`src/rsw_pkg.sv`:
```
// Purpose: constants for the reset sequencer with watchdog
// Assumes: one pll_output_clock domain, watchdog clocks arrive as ticks
// Notes:   offsets are byte addresses of 32-bit words
package rsw_pkg;
    // register byte offsets
    localparam logic [7:0] OFF_CTRL     = 8'h00;
    localparam logic [7:0] OFF_SERVICE  = 8'h04;
    localparam logic [7:0] OFF_CFG      = 8'h08;
    localparam logic [7:0] OFF_STATUS   = 8'h0C;
    // control register fields
    localparam int         CTRL_RATE_LSB = 0;
    localparam int         CTRL_WIN_BIT  = 6;
    localparam int         CTRL_MASK_BIT = 7;
    // configuration register fields
    localparam int         CFG_SEL_LOW   = 0;
    localparam int         CFG_SEL_HIGH  = 1;
    localparam int         CFG_STOP_DIS  = 2;
    localparam int         CFG_OSC_EN    = 3;
    localparam int         CFG_PSTOP     = 4;
    localparam int         CFG_PSTOP_WD  = 5;
    // status register fields
    localparam int         ST_VEC_LSB    = 0;
    localparam int         ST_WD_PEND    = 2;
    localparam int         ST_CM_PEND    = 3;
    localparam int         ST_ONCE_DONE  = 4;
    localparam int         ST_PRELOAD_ON = 5;
    localparam int         ST_SYS_RST    = 6;
    // service keys and reset values
    localparam logic [7:0] KEY_FIRST     = 8'h55;
    localparam logic [7:0] KEY_SECOND    = 8'hAA;
    localparam logic [2:0] RATE_OFF      = 3'h0;
    // reset sequence lengths in pll_output_clock cycles
    localparam int         DRIVE_CYCLES  = 512;
    localparam int         WAIT_CYCLES   = 256;
    localparam int         SEQ_CYCLES    = DRIVE_CYCLES + WAIT_CYCLES;
    localparam logic [8:0] DRIVE_LAST    = 9'(DRIVE_CYCLES - 1);
    localparam logic [8:0] WAIT_LAST     = 9'(WAIT_CYCLES - 1);
    // reset vectors
    localparam logic [1:0] VEC_POR       = 2'h0;
    localparam logic [1:0] VEC_CLKMON    = 2'h1;
    localparam logic [1:0] VEC_WDOG      = 2'h2;
    // sequencer states, one-hot
    typedef enum logic [3:0] {
        SQ_IDLE  = 4'b0001,
        SQ_DRIVE = 4'b0010,
        SQ_WAIT  = 4'b0100,
        SQ_HOLD  = 4'b1000
    } rsw_state_t;
endpackage : rsw_pkg

```
`src/rsw_top.sv`:
```
// Purpose: reset sequencer, clock monitor reset and watchdog
// Assumes: all inputs synchronous to i_clk, watchdog clocks as ticks
// Notes:   classic Wishbone slave, one-cycle registered ack
`timescale 1ns/1ps
`default_nettype none
module rsw_top
    import rsw_pkg::*;
#(
    parameter int P_SHIFT_BASE = 14  // rate 1 period is 2**this ticks
)(
    // clock, reset, enable
    input  wire logic        i_clk,
    input  wire logic        i_rst,
    input  wire logic        i_ce,
    // wishbone slave
    input  wire logic        i_wb_cyc,
    input  wire logic        i_wb_stb,
    input  wire logic        i_wb_we,
    input  wire logic [7:0]  i_wb_adr,
    input  wire logic [3:0]  i_wb_sel,
    input  wire logic [31:0] i_wb_dat,
    output logic [31:0]      o_wb_dat,
    output logic             o_wb_ack,
    // reset pin, open drain
    input  wire logic        i_rst_pin,
    output logic             o_rst_pin_o,
    output logic             o_rst_pin_oe_n,
    // reset sources
    input  wire logic        i_por,
    input  wire logic        i_low_voltage_reset,
    input  wire logic        i_illegal_addr,
    input  wire logic        i_osc_fail,
    // mode and clock status
    input  wire logic        i_normal_mode,
    input  wire logic        i_stop_mode,
    input  wire logic        i_oscillator_qualified,
    input  wire logic        i_autonomous_tick,
    input  wire logic        i_internal_rc_tick,
    input  wire logic        i_oscillator_tick,
    // nonvolatile preload
    input  wire logic        i_nvm_valid,
    input  wire logic [2:0]  i_nvm_rate,
    input  wire logic        i_nvm_window,
    // system outputs
    output logic             o_sys_rst,
    output logic [1:0]       o_vector,
    output logic             o_oscillator_enable
);
    // sequencer
    rsw_state_t  st_r;            // sequencer state
    logic [8:0]  cnt_r;           // cycle count in state
    logic [1:0]  vec_r;           // chosen vector
    logic        seq_done;        // sequence ends this cycle
    logic        any_src;         // some reset source active
    // pending flags
    logic        wd_pend_r;
    logic        cm_pend_r;
    // control and config
    logic [2:0]  timeout_rate_r;
    logic        window_mode_enable_r;
    logic        once_done_r;     // write-once used up
    logic        preload_on_r;    // preload had enabled watchdog
    logic        sel_low_r;
    logic        sel_high_r;
    logic        stop_dis_r;
    logic        oscillator_enable_r;
    logic        pseudo_stop_select_r;
    logic        pstop_wd_en_r;
    // watchdog
    logic [31:0] wd_cnt_r;        // elapsed ticks
    logic [31:0] wd_lim;          // last tick of period
    logic [4:0]  wd_shift;
    logic        wd_on;
    logic        wd_tick;
    logic        win_open;
    logic        armed_r;         // first key seen
    logic        svc_bad;
    logic        svc_restart;
    logic        wd_timeout;
    logic        wd_trip_r;       // one-cycle watchdog reset event
    logic        stop_s1_r;       // stop seen by autonomous domain
    logic        stop_s2_r;
    logic        osc_stop_run;
    logic        full_stop;
    logic        cm_evt;
    // bus
    logic        acc;             // new access this cycle
    logic        wr;
    logic        ack_r;
    logic [31:0] rdat_r;
    logic [7:0]  wbyte;

    assign acc   = i_wb_cyc & i_wb_stb & ~ack_r;
    assign wr    = acc & i_wb_we & i_wb_sel[0];
    assign wbyte = i_wb_dat[7:0];

    // full stop gates oscillator and monitor
    assign full_stop           = i_stop_mode & ~pseudo_stop_select_r;
    assign o_oscillator_enable = oscillator_enable_r & ~full_stop;
    assign cm_evt = o_oscillator_enable & i_osc_fail;

    // any source starts a sequence from idle
    assign any_src = i_por | i_low_voltage_reset | i_illegal_addr
                   | ~i_rst_pin | cm_evt | wd_trip_r;
    assign seq_done = ((st_r == SQ_WAIT) && (cnt_r == WAIT_LAST)
                       && i_rst_pin) || ((st_r == SQ_HOLD) && i_rst_pin);

    // reset sequencer state machine
    always_ff @(posedge i_clk)
    begin
        if (i_rst)
        begin
            st_r  <= SQ_DRIVE;    // power-up runs a full sequence
            cnt_r <= 9'h000;
        end
        else if (i_ce)
        begin
            case (st_r)
                SQ_IDLE:
                begin
                    cnt_r <= 9'h000;
                    if (any_src)
                        st_r <= SQ_DRIVE;
                end
                // pin held low for fixed count
                SQ_DRIVE:
                begin
                    cnt_r <= cnt_r + 9'h001;
                    if (cnt_r == DRIVE_LAST)
                    begin
                        st_r  <= SQ_WAIT;
                        cnt_r <= 9'h000;
                    end
                end
                SQ_WAIT:
                begin
                    cnt_r <= cnt_r + 9'h001;
                    if (cnt_r == WAIT_LAST)
                        st_r <= i_rst_pin ? SQ_IDLE : SQ_HOLD;
                end
                SQ_HOLD:
                begin
                    if (i_rst_pin)
                        st_r <= SQ_IDLE;
                end
                default:
                    st_r <= SQ_DRIVE;
            endcase
        end
    end

    // vector picked at the sample point
    always_ff @(posedge i_clk)
    begin
        if (i_rst)
            vec_r <= VEC_POR;
        else if (i_ce && (st_r == SQ_WAIT) && (cnt_r == WAIT_LAST))
        begin
            if (!i_rst_pin)
                vec_r <= VEC_POR;     // pin low means external origin
            else if (cm_pend_r)
                vec_r <= VEC_CLKMON;
            else if (wd_pend_r)
                vec_r <= VEC_WDOG;
            else
                vec_r <= VEC_POR;
        end
    end

    // pending flags, set wins over clear
    always_ff @(posedge i_clk)
    begin
        if (i_rst)
        begin
            wd_pend_r <= 1'b0;
            cm_pend_r <= 1'b0;
        end
        else if (i_ce)
        begin
            wd_pend_r <= wd_trip_r | (wd_pend_r & ~seq_done);
            cm_pend_r <= cm_evt | (cm_pend_r & ~seq_done);
        end
    end

    assign o_sys_rst      = (st_r != SQ_IDLE);
    assign o_vector       = vec_r;
    assign o_rst_pin_o    = 1'b0;
    // drive only during the drive phase
    assign o_rst_pin_oe_n = (st_r != SQ_DRIVE);

    // control, config and write-once; cleared during a sequence, preloaded at its end in normal mode with valid nvm
    always_ff @(posedge i_clk)
    begin
        if (i_rst || o_sys_rst)
        begin
            timeout_rate_r       <= RATE_OFF;
            window_mode_enable_r <= 1'b0;
            once_done_r          <= 1'b0;
            preload_on_r         <= 1'b0;
            sel_low_r            <= 1'b0;   // rc clock default
            sel_high_r           <= 1'b0;
            stop_dis_r           <= 1'b0;
            oscillator_enable_r  <= 1'b0;
            pseudo_stop_select_r <= 1'b0;
            pstop_wd_en_r        <= 1'b0;
            if (!i_rst && i_ce && seq_done && i_normal_mode
                && i_nvm_valid)
            begin
                timeout_rate_r       <= i_nvm_rate;
                window_mode_enable_r <= i_nvm_window;
                preload_on_r         <= (i_nvm_rate != RATE_OFF);
            end
        end
        else if (i_ce)
        begin
            // one unmasked write in normal mode
            if (wr && (i_wb_adr == OFF_CTRL) && !wbyte[CTRL_MASK_BIT]
                && (!once_done_r || !i_normal_mode))
            begin
                once_done_r          <= i_normal_mode;
                window_mode_enable_r <= wbyte[CTRL_WIN_BIT];
                // off refused once preload enabled the watchdog
                if (!(preload_on_r &&
                      wbyte[CTRL_RATE_LSB +: 3] == RATE_OFF))
                    timeout_rate_r <= wbyte[CTRL_RATE_LSB +: 3];
            end
            if (wr && (i_wb_adr == OFF_CFG))
            begin
                oscillator_enable_r  <= wbyte[CFG_OSC_EN];
                pseudo_stop_select_r <= wbyte[CFG_PSTOP];
                pstop_wd_en_r        <= wbyte[CFG_PSTOP_WD];
                if (!once_done_r)
                begin
                    sel_low_r  <= wbyte[CFG_SEL_LOW];
                    sel_high_r <= wbyte[CFG_SEL_HIGH];
                    stop_dis_r <= wbyte[CFG_STOP_DIS];
                end
            end
        end
    end

    // stop seen through two autonomous ticks each way
    always_ff @(posedge i_clk)
    begin
        if (i_rst)
        begin
            stop_s1_r <= 1'b0;
            stop_s2_r <= 1'b0;
        end
        else if (i_ce && i_autonomous_tick)
        begin
            stop_s1_r <= i_stop_mode;
            stop_s2_r <= stop_s1_r;
        end
    end

    // oscillator keeps running in pseudo stop only
    assign osc_stop_run = pseudo_stop_select_r & pstop_wd_en_r & sel_low_r
                        & oscillator_enable_r & i_oscillator_qualified;

    always_comb
    begin
        if (sel_high_r)
            wd_tick = i_autonomous_tick & ~(stop_dis_r & stop_s2_r);
        else if (sel_low_r)
            wd_tick = i_oscillator_tick & (~i_stop_mode | osc_stop_run);
        else
            wd_tick = i_internal_rc_tick & ~i_stop_mode;
    end

    // rate selects period, zero is off
    assign wd_on    = (timeout_rate_r != RATE_OFF);
    assign wd_shift = 5'(P_SHIFT_BASE) + {timeout_rate_r - 3'h1, 1'b0};
    assign wd_lim   = (32'h1 << wd_shift) - 32'h1;
    assign win_open = (wd_cnt_r >= (wd_lim - (wd_lim >> 2)));
    assign wd_timeout = wd_on & wd_tick & (wd_cnt_r == wd_lim);

    assign svc_bad = wd_on & wr & (i_wb_adr == OFF_SERVICE)
                   & (((wbyte != KEY_FIRST) && (wbyte != KEY_SECOND))
                      | (window_mode_enable_r & ~win_open));
    // ordered key pair restarts the period
    assign svc_restart = wd_on & wr & (i_wb_adr == OFF_SERVICE) & ~svc_bad
                       & (wbyte == KEY_SECOND) & armed_r;

    // watchdog counter and key tracking
    always_ff @(posedge i_clk)
    begin
        if (i_rst || o_sys_rst)
        begin
            wd_cnt_r  <= 32'h0;
            armed_r   <= 1'b0;
            wd_trip_r <= 1'b0;
        end
        else if (i_ce)
        begin
            wd_trip_r <= svc_bad | wd_timeout;
            if (!wd_on || svc_restart || wd_timeout)
                wd_cnt_r <= 32'h0;
            else if (wd_tick)
                wd_cnt_r <= wd_cnt_r + 32'h1;
            // a lone second key breaks the pair
            if (wd_on && wr && (i_wb_adr == OFF_SERVICE) && !svc_bad)
                armed_r <= (wbyte == KEY_FIRST);
        end
    end

    // wishbone ack and read data, unmapped reads zero
    always_ff @(posedge i_clk)
    begin
        if (i_rst)
        begin
            ack_r  <= 1'b0;
            rdat_r <= 32'h0;
        end
        else if (i_ce)
        begin
            ack_r  <= acc;
            rdat_r <= 32'h0;
            if (acc && !i_wb_we)
            begin
                case (i_wb_adr)
                    OFF_CTRL:
                    begin
                        rdat_r[CTRL_RATE_LSB +: 3] <= timeout_rate_r;
                        rdat_r[CTRL_WIN_BIT]       <= window_mode_enable_r;
                    end
                    OFF_CFG:
                    begin
                        rdat_r[CFG_SEL_LOW]  <= sel_low_r;
                        rdat_r[CFG_SEL_HIGH] <= sel_high_r;
                        rdat_r[CFG_STOP_DIS] <= stop_dis_r;
                        rdat_r[CFG_OSC_EN]   <= oscillator_enable_r;
                        rdat_r[CFG_PSTOP]    <= pseudo_stop_select_r;
                        rdat_r[CFG_PSTOP_WD] <= pstop_wd_en_r;
                    end
                    OFF_STATUS:
                    begin
                        rdat_r[ST_VEC_LSB +: 2] <= vec_r;
                        rdat_r[ST_WD_PEND]      <= wd_pend_r;
                        rdat_r[ST_CM_PEND]      <= cm_pend_r;
                        rdat_r[ST_ONCE_DONE]    <= once_done_r;
                        rdat_r[ST_PRELOAD_ON]   <= preload_on_r;
                        rdat_r[ST_SYS_RST]      <= o_sys_rst;
                    end
                    default:
                        rdat_r <= 32'h0;
                endcase
            end
        end
    end

    assign o_wb_ack = ack_r;
    assign o_wb_dat = rdat_r;
endmodule : rsw_top
`default_nettype wire
```
`config.mk`:
```
export PLATFORM = sky130hd
export DESIGN_NAME = rsw_top
export DESIGN_NICKNAME = d
export VERILOG_FILES = /design/src/rsw_pkg.sv /design/src/rsw_top.sv
export SDC_FILE = /design/constraint.sdc
export NUM_CORES = 1
export LEC_CHECK = 0
export BUFFER_PORTS_ARGS = -buffer_cell sky130_fd_sc_hd__buf_2
export CELL_PAD_IN_SITES_DETAIL_PLACEMENT = 1
export CELL_PAD_IN_SITES_GLOBAL_PLACEMENT = 2
export CORE_MARGIN = 3
export CORE_UTILIZATION = 35
export DETAILED_ROUTE_END_ITERATION = 12
export HOLD_SLACK_MARGIN = 0.08
export PLACE_DENSITY = 0.8
export SYNTH_ARGS = -nofsm -noshare
export SYNTH_HDL_FRONTEND = slang
export SYNTH_SLANG_ARGS = --single-unit
```
`constraint.sdc`:
```
create_clock -name i_clk -period 8.3 [get_ports i_clk]
set_input_delay 0.415 -clock i_clk [delete_from_list [all_inputs] [get_ports i_clk]]
set_output_delay 0.415 -clock i_clk [all_outputs]
set_load 0.02 [all_outputs]
```
---- Word-level counts from Yosys, hierarchy flattened ----
Cells that the tools add are included.
storage, ports and cells
  input bits .............................. 66
  bits in registers ....................... 98
  word-level logic and storage cells ...... 174
  output and inout port bits .............. 39
cells by class
  shifts and indexed selects .............. 1
  reductions and logical operators ........ 49
  add/subtract/negate cells ............... 6
  multiplexer cells ....................... 28
  equal/unequal tests ..................... 21
  order comparisons ....................... 1
  bitwise operators ....................... 46
operators with widths
  cell                                                number
  two-way mux 32 bit                                  2
  adder 32 x 1 -> 32 bit, second input constant       1
  == test 32 bit                                      1
  greater-or-equal comparator 32 bit                  1
  << shifter 1 x 5 -> 32 bit, first input constant    1
  subtractor 32 x 1 -> 32 bit, second input constant  1
  subtractor 32 x 30 -> 32 bit                        1
  case mux 9 bit (3 select lines)                     1
  bitwise AND 1 bit                                   26
  logical AND 1 bit                                   20
  two-way mux 4 bit                                   5
  == test 8 x 4 -> 1 bit, second input constant       2
  case mux 4 bit (4 select lines)                     1
  two-way mux 3 bit                                   5
  AND reduction 2 bit                                 6
  NOT 1 bit                                           10
  bitwise OR 1 bit                                    10
  adder 9 x 1 -> 9 bit, second input constant         1
  == test 9 x 8 -> 1 bit, second input constant       1
  == test 9 bit, second input constant                1
  two-way mux 9 bit                                   1
  case mux 3 bit (3 select lines)                     1
  nonzero test 3 bit                                  3
  == test 8 x 3 -> 1 bit, second input constant       1
  other kinds (26)                                    49

---- Logic depth before layout (Yosys ltp) ----
  depth after elaboration ................. 18
  mapped depth ............................ 36
  mapped depth without buffers ............ 32

---- Worst setup path before layout ----
OpenSTA, ideal clock, no wires.
  path type ............................... register to register
  from .................................... register timeout_rate_r[0]
  to ...................................... register wd_cnt_r[28]
  arrival ................................. 7522 ps
  slack ................................... 708 ps
  stages on the path, launching flop included .. 35
  setup time .............................. 70 ps
  period minus slack after synthesis ...... 7592 ps
  required time ........................... 8230 ps
  buffers on the path ..................... 4
  cell sequence ........................... edfxtp_1 inv_1 ha_1 xor2_1 buf_4 nor3_1 nand2_1 ha_1 buf_1 inv_2 o311ai_2 inv_1 ha_1 a21o_1 a21oi_1 o21ai_0 maj3_2 a2111o_1 a31o_2 a31oi_1 o21ai_1 mux2i_1 a221oi_1 ha_1 a21o_1 a21o_1 a21oi_1 o21ai_0 a31oi_1 o21ai_0 a21oi_1 clkbuf_1 clkbuf_1 o31ai_1 a21oi_1
on the way
  cells in the longest elaborated chain, start to end .. 18
  elaborated cells on any way between the ends .. 26
  classes of those cells .................. add/sub: 4; order compare: 1; eq/ne: 1; shift: 1; mux: 1; bitwise: 12; reduce/logical: 6
ends and longest elaborated chain
  item                                RTL line        RTL
  start: declaration                  rsw_top.sv:59   logic [2:0] timeout_rate_r;
  start signal: assignment            rsw_top.sv:209  timeout_rate_r <= i_nvm_rate;
  start signal: assignment            rsw_top.sv:225  timeout_rate_r <= wbyte[CTRL_RATE_LSB +: 3];
  subtractor 3 x 1 -> 3 bit           rsw_top.sv:273  assign wd_shift = 5'(P_SHIFT_BASE) + {timeout_rate_r - 3'h1, 1'b0};
  adder 4 x 4 -> 5 bit                rsw_top.sv:273
  << shifter 1 x 5 -> 32 bit          rsw_top.sv:274  assign wd_lim = (32'h1 << wd_shift) - 32'h1;
  subtractor 32 x 1 -> 32 bit         rsw_top.sv:274
  subtractor 32 x 30 -> 32 bit        rsw_top.sv:275  assign win_open = (wd_cnt_r >= (wd_lim - (wd_lim >> 2)));
  greater-or-equal comparator 32 bit  rsw_top.sv:275
  NOT 1 bit                           rsw_top.sv:280  | (window_mode_enable_r & ~win_open));
  bitwise AND 1 bit                   rsw_top.sv:280
  bitwise OR 1 bit                    rsw_top.sv:280
  bitwise AND 1 bit                   rsw_top.sv:279  & (((wbyte != KEY_FIRST) && (wbyte != KEY_SECOND))
  NOT 1 bit                           rsw_top.sv:282  assign svc_restart = wd_on & wr & (i_wb_adr == OFF_SERVICE) & ~svc_bad
  bitwise AND 1 bit                   rsw_top.sv:282
  bitwise AND 1 bit (2 in a row)      rsw_top.sv:283  & (wbyte == KEY_SECOND) & armed_r;
  logical OR 1 bit                    rsw_top.sv:297  if (!wd_on || svc_restart || wd_timeout)
  logical OR 1 bit *                  rsw_top.sv:297
  nonzero test 2 bit (no line)        n/a
  AND reduction 2 bit (no line)       n/a
  end signal: assignment              rsw_top.sv:300  wd_cnt_r <= wd_cnt_r + 32'h1;
  end: declaration                    rsw_top.sv:70   logic [31:0] wd_cnt_r;
Every way passes the cells marked *; elsewhere a longest branch is shown, timed or not.
A chain may end at the register's enable or synchronous reset.

---- Worst setup path after layout ----
  from .................................... register timeout_rate_r[1]
  to ...................................... register wd_cnt_r[30]
Same word-level chain as after synthesis.

==> metrics.md <==
| Metric | Value |
|---|---|
| Initial Util | `0.359` |
| Post-synth EDFFs | `5` |
| H-Tree Depth | `3` |
| Number of remaining DRC errors | `0` |
| Vias in the first global route | `7947` |
| FP Rows | `54` |
| Skew final | `0.00421 ns` |
| Most frequent CP cell | `ha_1` |
| Root Driver | `clkbuf_16` |
| Yosys reg bits | `73` |
| Worst hold path type | `input port to flop` |
| Status | `complete, no violations` |
| Actual slew at the worst max-slew pin | `1.14 ns` |
| Setup TNS | `0 ns` |
| DP HPWL | `20.3 mm` |
| Synthesized area | `7880 um^2` |
| Pwr Density | `92.1 nW/um^2` |
| ANT nets after route | `0` |
| Antenna violations before repair | `0` |
| First-pass GRT wire length | `42.5 mm` |
| Synth Flop Type | `dfxtp_1` |
| Worst vdd ir | `97.7 uV` |
| Place WS | `0.330 ns` |
| Layout cells sized above 1 | `0.129` |
| Die span in y | `156 um` |
| TritonCTS clock tree | `done` |
| Critical path launch point type | `flop` |
| Max Cap Viol | `0` |
| Drt initial violations | `416` |
| Average routed wire per standard cell | `19.4 um` |
| Die span in x | `156 um` |
| Largest net degree at the start of global routing | `51` |
| Maximum clock frequency | `0.130 GHz` |
| Clock transition at the registers of the reported paths | `0.06 ns` |
| Cell count after synthesis | `1030` |
| Crit path time final | `7.70 ns` |
| Sum of buffers and inverters on the critical path | `4` |
| Via count | `7999` |
| Final period util | `0.928` |
| Ys Warns | `0` |
| Worst EP arrival | `7.96 ns` |
| Skew-Pair Late Insertion Delay | `0.33 ns` |
| Core Area | `22000 um^2` |
| Area growth syn-to-layout | `10.0%` |
| Final worst slack | `0.599 ns` |
| Nets | `1200` |
| Max-slew violations | `0` |
| Worst path top cell family by delay | `simple AND/OR/NAND/NOR gates` |
| Leakage | `3.43 nW` |
| RSZ-0062 raised after global routing | `no` |
| Cts bufs inserted | `9` |
| Drt first pass iters | `5` |
| Critical Path RT | `8.56 ns` |
| Bufs on Longest Clock Path | `2` |
| Fillers | `2746` |
| CP max-delay cell | `or4_1` |
| Largest stage delay on the critical path | `0.51 ns` |
| DRT Wirelength | `26.2 mm` |
| Gr ovfl total | `0` |
| I/O Pins | `105` |
| Crit path max fanout | `50` |
| Via density per instance | `5.92` |
| Clock tree sinks | `73` |
| Crit path kind | `flop to flop` |
| Endpoints failing hold | `0` |
| Asr flop ratio synth | `0` |
| Max_slew headroom | `0.237` |
| Final setup fails | `0` |
| Sequential share of the synthesized area | `0.192` |
| IO buf count | `51` |
| Total track usage | `0.213` |
| # diodes | `0` |
| Count of different cell masters after synthesis | `90` |
| Post-Syn Area per Cell | `7.65 um^2` |
| CP endpoint kind | `flop` |
| Die footprint | `24400 um^2` |
| Final RePlAce weighted congestion | `0.838` |
cells in the mapped netlist (6+ instances only):
master	number	area share
a21o_1	18	0.017
xor2_1	22	0.024
xnor2_1	32	0.036
buf_2	7	0.0044
a21oi_1	85	0.054
dfxtp_1	68	0.17
or3_1	17	0.013
and2_1	7	0.0056
a21boi_0	6	0.0057
clkbuf_1	29	0.014
o31ai_1	30	0.029
a22oi_1	8	0.0076
nor2_1	64	0.030
or2_2	11	0.0087
a211oi_1	6	0.0057
and4_1	10	0.011
ha_1	67	0.11
buf_4	29	0.028
nor4_1	14	0.011
or4_1	33	0.031
inv_1	48	0.023
and3_1	10	0.0079
nand2_1	76	0.036
nor3_1	22	0.014
o211ai_1	8	0.0076
nand4_1	20	0.016
o21ai_0	52	0.033
a22o_1	8	0.0089
nor3b_1	6	0.0057
nand3_1	38	0.024
mux2i_1	18	0.023
nand2b_1	15	0.012
a31oi_1	12	0.0095
kinds of logic (layout without fill, tap and decap cells):
kind of cell | Yosys count | count (layout) | synth area share
and+or+nand+nor | 370 | 370 | 0.256
DFF | 73 | 73 | 0.192
other | 1 | 26 | 0.000476
buffers and inverters | 123 | 140 | 0.0773
adders and majority gates | 72 | 72 | 0.113
AOI/OAI and AO/OA | 313 | 313 | 0.269
xor gates and xnor gates | 55 | 55 | 0.0621
muxes | 23 | 23 | 0.0300
per-layer routing:
| layer | track usage | up-vias | share of wire |
|---|---|---|---|
| li1 | - | 3910 | - |
| met1 | 0.299 | 3896 | 0.48 |
| met2 | 0.359 | 164 | 0.47 |
| met3 | 0.0169 | 29 | 0.033 |
| met4 | 0.0475 | 0 | 0.015 |
| met5 | 0 | - | 0 |
what timing repair did:
action | in CTS | in global routing
endpoints found under the setup margin | 0 | 33
setup buffers | 0 | 3
gates resized for setup | 0 | 9
hold buffers | 0 | 0
worst register-to-register path, delay by kind of cell (launching register included):
| family | cells | cell delay (ns) |
|---|---|---|
| XOR/XNOR | 2 | 0.43 |
| adder cells (fa/ha/maj) | 5 | 1.57 |
| buffers and inverters | 4 | 0.61 |
| flip-flops | 1 | 0.44 |
| AO/OA/AOI/OAI | 13 | 2.20 |
| AND/OR/NAND/NOR | 8 | 2.37 |
state kept, by name (all words and copies together) (netlist names), 2 cells and up:
name            cells
cnt_r               9
o_vector            2
o_wb_dat            7
st_r                4
timeout_rate_r      3
wd_cnt_r           32
stage by stage:
stage	instances	total power [mW]	hold slack (ns)	util	area, um^2
CTS	1349	0.810	0.352	0.392	8620
global placement	1333	0.422	0.449	0.379	8330
global route	1352	0.834	0.367	0.395	8670
floorplan	1055	0.412	0.434	-	7980
detailed placement	1333	0.423	0.453	0.379	8330
finish	1352	0.799	0.364	0.395	8670
placed cells by master (no fill, tap or decap), types with 21 or more instances in the layout:
cell type | synthesis | layout
a21oi_1 | 85 | 82
nand2_1 | 76 | 75
dfxtp_1 | 68 | 68
ha_1 | 67 | 66
nor2_1 | 64 | 64
o21ai_0 | 52 | 52
buf_2 | 7 | 51
inv_1 | 48 | 47
nand3_1 | 38 | 38
or4_1 | 33 | 33
xnor2_1 | 32 | 32
o31ai_1 | 30 | 30
conb_1 | 1 | 26
xor2_1 | 22 | 22
nor3_1 | 22 | 21
area by class of cell:
type                       count  area [um^2]  share of cell area
clock inverter                 6         58.8             0.00678
sequential                    73         1510               0.174
clock buffer                  10          229              0.0264
inverter                      52          199              0.0229
tap                          280          350              0.0404
multi-input combinational    859         5900               0.680
timing repair buffer          72          425              0.0491
final timing paths:
kind	depth (start not counted)	start	end	slack (ns)
max	32	timeout_rate_r[1]	wd_cnt_r[30]	0.60
max reg2reg	32	timeout_rate_r[1]	wd_cnt_r[30]	0.60
min reg2reg	2	stop_s1_r	stop_s1_r	0.46
min	3	i_wb_dat[3]	oscillator_enable_r	0.36
power breakdown:
part	switching [mW]	total (mW)	leakage, nW	internal, mW
registers	0.00417	0.361	0.610	0.357
clock network	0.153	0.384	0.136	0.231
logic	0.0361	0.0535	2.69	0.0174
No activity file was read; power rests on OpenSTA's default activity.
